<file path="config.mk">
export PLATFORM = sky130hd
export DESIGN_NAME = dmts_top
export DESIGN_NICKNAME = d
export VERILOG_FILES = /design/src/hdl/dmts_pkg.sv /design/src/hdl/dmts_top.sv
export SDC_FILE = /design/constraint.sdc
export NUM_CORES = 2
export LEC_CHECK = 0
export BUFFER_PORTS_ARGS = -buffer_cell sky130_fd_sc_hd__buf_2
export CORE_MARGIN = 4
export CORE_UTILIZATION = 60
export CTS_CLUSTER_DIAMETER = 50
export DETAILED_ROUTE_END_ITERATION = 6
export HOLD_SLACK_MARGIN = 0.1
export PLACE_DENSITY = 0.79
export SYNTH_ARGS = -nofsm -noshare
export SYNTH_HDL_FRONTEND = slang
export SYNTH_SLANG_ARGS = --single-unit
export TNS_END_PERCENT = 5
</file>
<file path="constraint.sdc">
create_clock -name ref_clk_in -period 122.1 [get_ports ref_clk_in]
set_input_delay 6.105 -clock ref_clk_in [delete_from_list [all_inputs] [get_ports ref_clk_in]]
set_output_delay 6.105 -clock ref_clk_in [all_outputs]
set_load 0.03 [all_outputs]
</file>
<file path="src/hdl/dmts_pkg.sv">
/*
  Package for the drive mode block: register indices, field positions,
  mode codes, reset values and timing counts.
  Assumes a 250 MHz reference clock.
*/
package dmts_pkg;
  localparam int CLK_MHZ = 250;
  localparam int CYCLE_BASE_US = 1000;
  localparam int CYCLE_BASE_CLKS = CYCLE_BASE_US * CLK_MHZ;
  localparam int INPUT_SAMPLE_US = 1000;
  localparam int INPUT_SAMPLE_CLKS = INPUT_SAMPLE_US * CLK_MHZ;
  localparam logic [15:0] REG_CONTROL = 16'h6040;
  localparam logic [15:0] REG_STATUS = 16'h6041;
  localparam logic [15:0] REG_INPUTS = 16'h60fd;
  localparam logic [15:0] REG_OUTPUTS = 16'h60fe;
  localparam logic [7:0] MODE_TORQUE = 8'h0a;
  localparam logic [7:0] MODE_STEPDIR = 8'hff;
  localparam logic [7:0] MODE_SETUP = 8'hfe;
  localparam int ST_SYNC_BIT = 8;
  localparam int ST_INDEX_BIT = 10;
  localparam int ST_FOLLOW_BIT = 12;
  localparam int ST_FERR_BIT = 13;
  localparam int CW_START_BIT = 4;
  localparam int LEVEL_BASE_BIT = 16;
  localparam int INTERP_INDEX_MS = -3;
  localparam logic [15:0] STEP_NUM_RST = 16'h0080;
  localparam logic [15:0] STEP_DEN_RST = 16'h0001;
  localparam logic [15:0] CTRL_RST = 16'h0000;
  localparam logic [15:0] OUT_RST = 16'h0000;
endpackage

</file>
<file path="src/hdl/dmts_top.sv">
/*
  Operating-mode logic: cyclic torque, step/direction input, auto-setup,
  and the input/output summary words. Registers are reached by index over
  a simple word port. Pins are asynchronous; all but setup_done_in are synchronised here.
*/
`timescale 1ns/1ps
module dmts_top import dmts_pkg::*; (
  // Clock and reset
  input wire logic ref_clk_in,
  input wire logic srst_in,
  // Register port
  input wire logic reg_wr_in,
  input wire logic [15:0] reg_idx_in,
  input wire logic [31:0] reg_wdata_in,
  output logic [31:0] reg_rdata_out,
  // Configuration objects
  input wire logic [7:0] mode_select_in,
  input wire logic closed_loop_in,
  input wire logic [15:0] target_torque_in,
  input wire logic target_torque_wr_in,
  input wire logic [15:0] max_torque_in,
  input wire logic [15:0] max_current_in,
  input wire logic [15:0] torque_offset_in,
  input wire logic [7:0] interp_period_in,
  input wire logic signed [7:0] interp_index_in,
  input wire logic [15:0] step_num_in,
  input wire logic [15:0] step_den_in,
  input wire logic step_subtype_in,
  input wire logic [31:0] ferr_window_in,
  input wire logic [15:0] ferr_timeout_ms_in,
  input wire logic signed [31:0] actual_position_in,
  input wire logic [4:0] input_special_en_in,
  // Pins
  input wire logic [4:0] dig_in,
  input wire logic enc_index_in,
  input wire logic setup_done_in,
  // Results
  output logic signed [31:0] demand_position_out,
  output logic signed [16:0] torque_demand_out,
  output logic setup_start_out,
  output logic setup_ok_out,
  output logic [15:0] status_out
);
  logic [15:0] ctrl_q;
  logic [31:0] outw_q;
  logic [4:0] pin_m_q, pin_s_q, pin_p_q;
  logic [1:0] idx_m_q;
  logic [31:0] cyc_cnt_q, samp_cnt_q;
  logic [31:0] cyc_len;
  logic cyc_tick, samp_tick;
  logic [4:0] in_flt_q;
  logic signed [31:0] step_acc_q;
  logic signed [31:0] demand_q;
  logic [7:0] mode_q;
  logic sync_q, fresh_q, follow_q, ferr_q, idx_q, setup_ok_q, done_q, start_q;
  logic [15:0] ferr_ms_q;
  logic signed [16:0] torque_q;
  logic signed [31:0] perr;
  logic [15:0] tlim;
  logic signed [17:0] tsum;
  logic torque_mode, step_mode, setup_mode;

  assign torque_mode = mode_select_in == MODE_TORQUE && closed_loop_in && setup_ok_q;
  assign step_mode = mode_select_in == MODE_STEPDIR;
  assign setup_mode = mode_select_in == MODE_SETUP;

  // Only the millisecond base is supported; other indices stop the cycle
  assign cyc_len = (interp_index_in == 8'(INTERP_INDEX_MS)) ?
    32'(interp_period_in) * 32'(CYCLE_BASE_CLKS) : 32'h0;
  assign cyc_tick = cyc_len != 32'h0 && cyc_cnt_q >= cyc_len - 32'h1;
  assign samp_tick = samp_cnt_q == 32'(INPUT_SAMPLE_CLKS - 1);

  always_ff @(posedge ref_clk_in) begin
    if (srst_in || cyc_tick) cyc_cnt_q <= 32'h0;
    else cyc_cnt_q <= cyc_cnt_q + 32'h1;
  end

  always_ff @(posedge ref_clk_in) begin
    if (srst_in || samp_tick) samp_cnt_q <= 32'h0;
    else samp_cnt_q <= samp_cnt_q + 32'h1;
  end

  // Two-stage synchronisers; the pulse stage compares the second flop with a third
  always_ff @(posedge ref_clk_in) begin
    if (srst_in) begin
      pin_m_q <= 5'h0;
      pin_s_q <= 5'h0;
      pin_p_q <= 5'h0;
      idx_m_q <= 2'h0;
    end else begin
      pin_m_q <= dig_in;
      pin_s_q <= pin_m_q;
      pin_p_q <= pin_s_q;
      idx_m_q <= {idx_m_q[0], enc_index_in};
    end
  end

  // Millisecond sampling acts as the filter for slow inputs
  always_ff @(posedge ref_clk_in) begin
    if (srst_in) in_flt_q <= 5'h0;
    else if (samp_tick) in_flt_q <= pin_s_q;
  end

  // Step pulses bypass the millisecond filter; a 200 ns pulse is 50 clocks
  logic rise1, rise2;
  logic signed [31:0] step_w;
  assign rise1 = pin_s_q[0] && !pin_p_q[0];
  assign rise2 = pin_s_q[1] && !pin_p_q[1];
  assign step_w = (step_den_in == 16'h0) ? 32'sh0 :
    $signed(32'(step_num_in) / 32'(step_den_in));

  always_ff @(posedge ref_clk_in) begin
    if (srst_in || !step_mode) begin
      step_acc_q <= 32'sh0;
    end else begin
      logic signed [31:0] inc;
      inc = 32'sh0;
      if (!step_subtype_in) begin
        if (rise1) inc = pin_s_q[1] ? step_w : -step_w;
      end else begin
        if (rise1 && !rise2) inc = -step_w;
        else if (rise2 && !rise1) inc = step_w;
      end
      if (cyc_tick) step_acc_q <= inc;
      else step_acc_q <= step_acc_q + inc;
    end
  end

  always_ff @(posedge ref_clk_in) begin
    if (srst_in) demand_q <= 32'sh0;
    else if (step_mode && cyc_tick) demand_q <= demand_q + step_acc_q;
  end

  // Following error timer counts milliseconds out of window
  assign perr = demand_q - actual_position_in;
  always_ff @(posedge ref_clk_in) begin
    if (srst_in || !(step_mode && closed_loop_in)) begin
      ferr_ms_q <= 16'h0;
      ferr_q <= 1'b0;
    end else if (samp_tick) begin
      if ((perr < 0 ? -perr : perr) > $signed(ferr_window_in)) begin
        if (ferr_ms_q != 16'hffff) ferr_ms_q <= ferr_ms_q + 16'h1;
        ferr_q <= ferr_ms_q >= ferr_timeout_ms_in;
      end else begin
        ferr_ms_q <= 16'h0;
        ferr_q <= 1'b0;
      end
    end
  end

  // Torque path
  assign tlim = (max_torque_in < max_current_in) ? max_torque_in : max_current_in;
  assign tsum = 18'($signed(target_torque_in)) + 18'($signed(torque_offset_in));
  always_ff @(posedge ref_clk_in) begin
    if (srst_in || !torque_mode) begin
      torque_q <= 17'sh0;
      fresh_q <= 1'b0;
      sync_q <= 1'b0;
      follow_q <= 1'b0;
    end else begin
      if (target_torque_wr_in) fresh_q <= 1'b1;
      if (cyc_tick) begin
        fresh_q <= target_torque_wr_in;
        sync_q <= fresh_q || target_torque_wr_in;
        follow_q <= 1'b1;
        if (tsum > $signed({2'b00, tlim})) torque_q <= $signed({1'b0, tlim});
        else if (tsum < -$signed({2'b00, tlim})) torque_q <= -$signed({1'b0, tlim});
        else torque_q <= 17'(tsum);
      end
    end
  end

  // Auto-setup
  always_ff @(posedge ref_clk_in) begin
    if (srst_in) begin
      start_q <= 1'b0;
      idx_q <= 1'b0;
      done_q <= 1'b0;
      setup_ok_q <= 1'b0;
    end else begin
      start_q <= setup_mode && reg_wr_in && reg_idx_in == REG_CONTROL &&
        reg_wdata_in[CW_START_BIT] && !ctrl_q[CW_START_BIT];
      if (start_q) begin
        idx_q <= 1'b0;
        done_q <= 1'b0;
      end else if (setup_mode) begin
        if (idx_m_q[1]) idx_q <= 1'b1;
        if (setup_done_in) begin
          done_q <= 1'b1;
          setup_ok_q <= 1'b1;
        end
      end
    end
  end

  always_ff @(posedge ref_clk_in) begin
    if (srst_in) ctrl_q <= CTRL_RST;
    else if (reg_wr_in && reg_idx_in == REG_CONTROL) ctrl_q <= reg_wdata_in[15:0];
  end

  always_ff @(posedge ref_clk_in) begin
    if (srst_in) outw_q <= OUT_RST;
    else if (reg_wr_in && reg_idx_in == REG_OUTPUTS) outw_q <= reg_wdata_in;
  end

  logic [15:0] st;
  always_comb begin
    st = 16'h0;
    if (torque_mode) begin
      st[ST_SYNC_BIT] = sync_q;
      st[ST_FOLLOW_BIT] = follow_q;
    end else if (step_mode) begin
      st[ST_FERR_BIT] = ferr_q;
    end else if (setup_mode) begin
      st[ST_INDEX_BIT] = idx_q;
      st[ST_FOLLOW_BIT] = done_q;
    end
  end

  always_ff @(posedge ref_clk_in) begin
    if (srst_in) begin
      reg_rdata_out <= 32'h0;
      status_out <= 16'h0;
    end else begin
      status_out <= st;
      if (reg_idx_in == REG_CONTROL) reg_rdata_out <= {16'h0, ctrl_q};
      else if (reg_idx_in == REG_STATUS) reg_rdata_out <= {16'h0, st};
      else if (reg_idx_in == REG_INPUTS)
        reg_rdata_out <= {11'h0, in_flt_q, 11'h0, in_flt_q & input_special_en_in};
      else if (reg_idx_in == REG_OUTPUTS) reg_rdata_out <= outw_q;
      else reg_rdata_out <= 32'h0;
    end
  end

  always_ff @(posedge ref_clk_in) begin
    if (srst_in) begin
      demand_position_out <= 32'sh0;
      torque_demand_out <= 17'sh0;
      setup_start_out <= 1'b0;
      setup_ok_out <= 1'b0;
    end else begin
      demand_position_out <= demand_q;
      torque_demand_out <= torque_q;
      setup_start_out <= start_q;
      setup_ok_out <= setup_ok_q;
    end
  end
endmodule // dmts_top

</file>
# Word level (Yosys, flattened, before mapping)
# Cells that the tools add are included.
# totals
regBits	335
input_bits	266
out_inout_bits	99
wordCells	135
# classes
n_addsub	12
mul	1
div_mod_pow	1
magnitude_cmp	7
eq_ne	11
n_mux	31
bitwise	3
reduce_logical	39
# ops
operator	count
$mux W32	9
$mux W16	5
$add A32 B1 Y32 const B	2
$add A32 B32 Y32	2
$eq A16 B15 Y1 const B	4
$neg A32 Y32	2
$mux W21	2
$mux W17	2
$div A16 B16 Y32	1
$eq A32 B18 Y1 const B	1
$ge A32 B32 Y1	1
$gt A32 B32 Y1	1
$lt A32 B1 Y1 const B	1
$reduce_bool A32 Y1	1
$sub A32 B32 Y32	1
$sub A26 B1 Y27 const B	1
$mux W26	1
$mul A8 B14 Y22 const B	1
$lt A17 B18 Y1	1
$neg A16 Y18	1
$add A16 B16 Y17	1
$gt A17 B17 Y1	1
$neg A16 Y17	1
$add A16 B1 Y16 const B	1
other kinds (20)	61

# Logic depth before layout (Yosys ltp)
# logic_depth
depth_word	10
depth_mapped	510

# Worst setup path before layout
# Ideal clock, no wire load.
# synth_path
kind	input to register
start	input port step_den_in[0]
end	register step_acc_q[31]
t_arrival_ns	98.150
required_ns	121.972
path_slack_ns	23.823
path_stages	475
path_buffers	42
path_cell_list	inv_1 > ha_1 > o211ai_1 > nand2_1 > and3_1 > nand2_1 > o21ai_0 > ha_1 > o21a_1 > o22ai_1 > or4_2 > o31ai_1 > ha_1 > a21oi_1 > a211oi_1 > o21ai_1 > mux2_2 > ha_1 > [... 439 more ...] > a21oi_1 > o21bai_1 > a21oi_1 > o21bai_1 > a21oi_1 > o21bai_1 > a21oi_1 > nor2b_1 > o21a_1 > o21a_1 > o21ai_0 > nand2b_1 > a21o_1 > a21oi_1 > xnor2_1 > nand2_1 > xnor2_1 > nor2_1
# synth_between
elab_chain_len	9
elab_cells_between_ends	12
# synth_rtl
item	line_no	text
from (decl)	dmts_top.sv:27	input wire logic [15:0] step_den_in,
$div A16 B16 Y32 / $logic_not A16 Y1 (equally long branches)	dmts_top.sv:110, dmts_top.sv:109	
$mux W32 (*)	dmts_top.sv:109	assign step_w = (step_den_in == 16'h0) ? 32'sh0 :
$neg A32 Y32	dmts_top.sv:119, dmts_top.sv:121	
$mux W32 (2 in a row)	dmts_top.sv:119	if (rise1) inc = pin_s_q[1] ? step_w : -step_w;
$mux W32 (*)	dmts_top.sv:118	if (!step_subtype_in) begin
$mux W32 (*)	dmts_top.sv:113	if (srst_in || !step_mode) begin
$add A32 B32 Y32	dmts_top.sv:125	else step_acc_q <= step_acc_q + inc;
$mux W32 (*)	dmts_top.sv:124	if (cyc_tick) step_acc_q <= inc;
to (signal assigned)	dmts_top.sv:124	
to (signal assigned)	dmts_top.sv:125	
to (decl)	dmts_top.sv:52	logic signed [31:0] step_acc_q;
# Every way passes the cells marked *; elsewhere a longest branch is shown, timed or not. The select of a mux whose other input is x is not followed.
# A chain may end at the register's enable or synchronous reset.

# Final worst setup path
# Same ends and word-level chain as after synthesis.

==> metrics.yaml <==
outcome: "complete, no violations"
cts_setup_buffers: 0
worstMarginPinSlew_ns: 1.14
postSynthAreaPerCell_um2: 7.47
hold_start: "pin_m_q[4]"
yosysSeqAreaShare_pct: 14.2
initial_core_util_pct: 60.9
worst_r2r_startpoint: "demand_q[0]"
design_area_um2: 49400
async_reset_ff_share_pct: 0
timing.final.ws_setup_ns: 12.60
core-area_um2: 74900
critPathLaunchType: "input pin"
r2r-end: "ferr_ms_q[7]"
root_buffer: "clkbuf_16"
rsz0062_at_grt: "no"
cts_tree: "yes"
timing.final.crit_period_ns: 109.50
cts.sinks: 323
fin_setup_tns_ns: 0
slowest_delay_ns: 0.86
slowest_stage: "nor2_2"
slew_headroom_pct: 22.8
avgRoutedWirePerCell_um: 19.0
synth_flop_cell: "dfxtp_1"
grt_antenna_before_repair: 3
placement.io_buffers: 352
dpl_cell_area_um2: 48200
synth_common_cells: "ha_1, nor2_1, a21oi_1"
rrSetupSlack_ns: 112.42
num_rows: 100
place_worst_setup_slack_ns: 14.15
syn_area_um2: 45700
synth_area_leaders: "ha_1, dfxtp_1, a21oi_1"
finalCritPeriodShare_pct: 89.7
cpMostUsedCell: "o21a_1"
setup_violations: 0
clock.fmax_ghz: 0.00913
hold_class: "reg -> reg"
yosysTopAreaCellShare_pct: 18.9
cts_resized: 0
die_height_um: 284
vias: 46500
io_pins: 365
clkTransAtPathRegs_ns: 0.06
grt-ovfl-total: 0
report.final.slew_viol_count: 0
utilization_pct: 65.9
htree_num_levels: 2
gp_congestion: 0.985
area_growth_pct: 8.09
wl_mm: 140
final_nets: 7354
grt_pass1_wl_mm: 223
whs_path_depth: 1
cp-end-kind: "register"
cp.arrival_ns: 109.89
vias_per_cell: 6.31
synth-edff-count: 0
firstDrtPassIters: 6
ys_ff_latch: 323
dieArea_um2: 80600
die_x_um: 284
r2r_cells: 42
synth.most_common_cell: "ha_1"
path_max_fanout: 40
grtUsageTotal_pct: 32.8
tritoncts.num_buffers: 36
synth_top_area_cell: "ha_1"
drc_errors: 0
ys_types: 146
maxCapViolCount: 0
yosys_warnings: 0
finClkSkew_ns: 0.0266
antenna_left: 0
grt_pass1_vias: 43400
clkLatencyLatePin_ns: 0.54
layout-drive-gt1-share_pct: 11.4
hold_buffers: 0
synthCells: 6110
finalHoldViolations: 0
dp_hpwl_mm: 110
grt_max_degree: 100
worstSetupPathType: "in -> reg"
cp_data_required_time_ns: 122.50
cts.path.max_buffers: 3
drt_first_iter_violations: 3613
whs_endpoint: "pin_s_q[4]"
-- worst max-delay path by stage --
| stage | start | to | slack (ns) | cells after the start |
|---|---|---|---|---|
| after floorplan | step_den_in[0] | step_acc_q[31] | 23.82 | 475 |
| after global routing | step_den_in[0] | step_acc_q[31] | 4.49 | 444 |
| after global placement | step_den_in[0] | step_acc_q[31] | 17.35 | 443 |
| final | step_den_in[0] | step_acc_q[31] | 12.60 | 440 |
| after CTS | step_den_in[0] | step_acc_q[31] | 14.29 | 442 |
| after detailed placement | step_den_in[0] | step_acc_q[31] | 14.15 | 441 |
-- registers in the layout, summed over array words and instances (netlist names), 16 cells and up --
name,cells
ctrl_q,16
cyc_cnt_q,32
demand_position_out,32
demand_q,32
ferr_ms_q,16
outw_q,32
reg_rdata_out,32
samp_cnt_q,32
step_acc_q,32
torque_demand_out,17
torque_q,17
-- cell families after synthesis --
| family | synth area share [%] |
|---|---|
| and+or+nand+nor | 24.0 |
| AOI/OAI and AO/OA | 26.0 |
| adders and majority gates | 19.8 |
| buffers and inverters | 4.88 |
| xor gates and xnor gates | 7.69 |
| DFF | 14.2 |
| muxes | 3.43 |
| other | 0.00821 |
-- per-layer routing --
metal  up-vias  track usage, %  wire (um)
met3       351            4.68      11400
li1      22800               -          -
met1     21600            42.9      60000
met4         0            13.1       6310
met5         -               0          0
met2      1695            54.5      62500
-- per-stage QoR --
| step | std cells | hold WS (ns) |
|---|---|---|
| finish | 7372 | 0.431 |
| global route | 7372 | 0.447 |
| CTS | 7370 | 0.435 |
| detailed placement | 7310 | 0.426 |
| global placement | 7310 | 0.423 |
| floorplan | 6137 | 0.414 |
-- cells in the final DEF (no fill, tap or decap), drive strengths merged, types with 41 or more instances in the layout --
master,synthesis,final
a21o,116,116
a21oi,543,543
a31oi,41,41
and2,54,54
and3,59,59
buf,67,407
clkbuf,136,45
dfxtp,323,323
ha,688,688
inv,326,330
mux2,92,92
mux2i,52,52
nand2,538,538
nand2b,87,87
nand3,154,154
nand4,76,76
nor2,599,599
nor2b,149,149
nor3,268,268
o211ai,54,54
o21a,207,207
o21ai,261,261
o21bai,84,84
o31ai,126,126
or2,48,48
or3,68,68
xnor2,242,242
xor2,159,159
-- critical path, delay by kind of cell --
family | cells | cell delay (ns)
buf+inv | 14 | 2.89
mux | 7 | 2.72
fa+ha+maj | 32 | 10.14
compound gates | 283 | 63.60
simple gates | 102 | 23.90
xor+xnor | 2 | 0.30
-- layout make-up --
class / count / area [um2]
Antenna cell: 2 / 5.00
Multi-Input combinational cell: 5285 / 37100
Clock inverter: 15 / 138
Inverter: 326 / 1230
Fill cell: 6576 / 25600
Tap cell: 969 / 1210
Clock buffer: 45 / 985
Sequential cell: 323 / 6470
Timing Repair Buffer: 407 / 2180
Power is left out: the tool's default activity adds up to more than one toggle a clock period on the data nets, which glitch-free logic cannot reach.
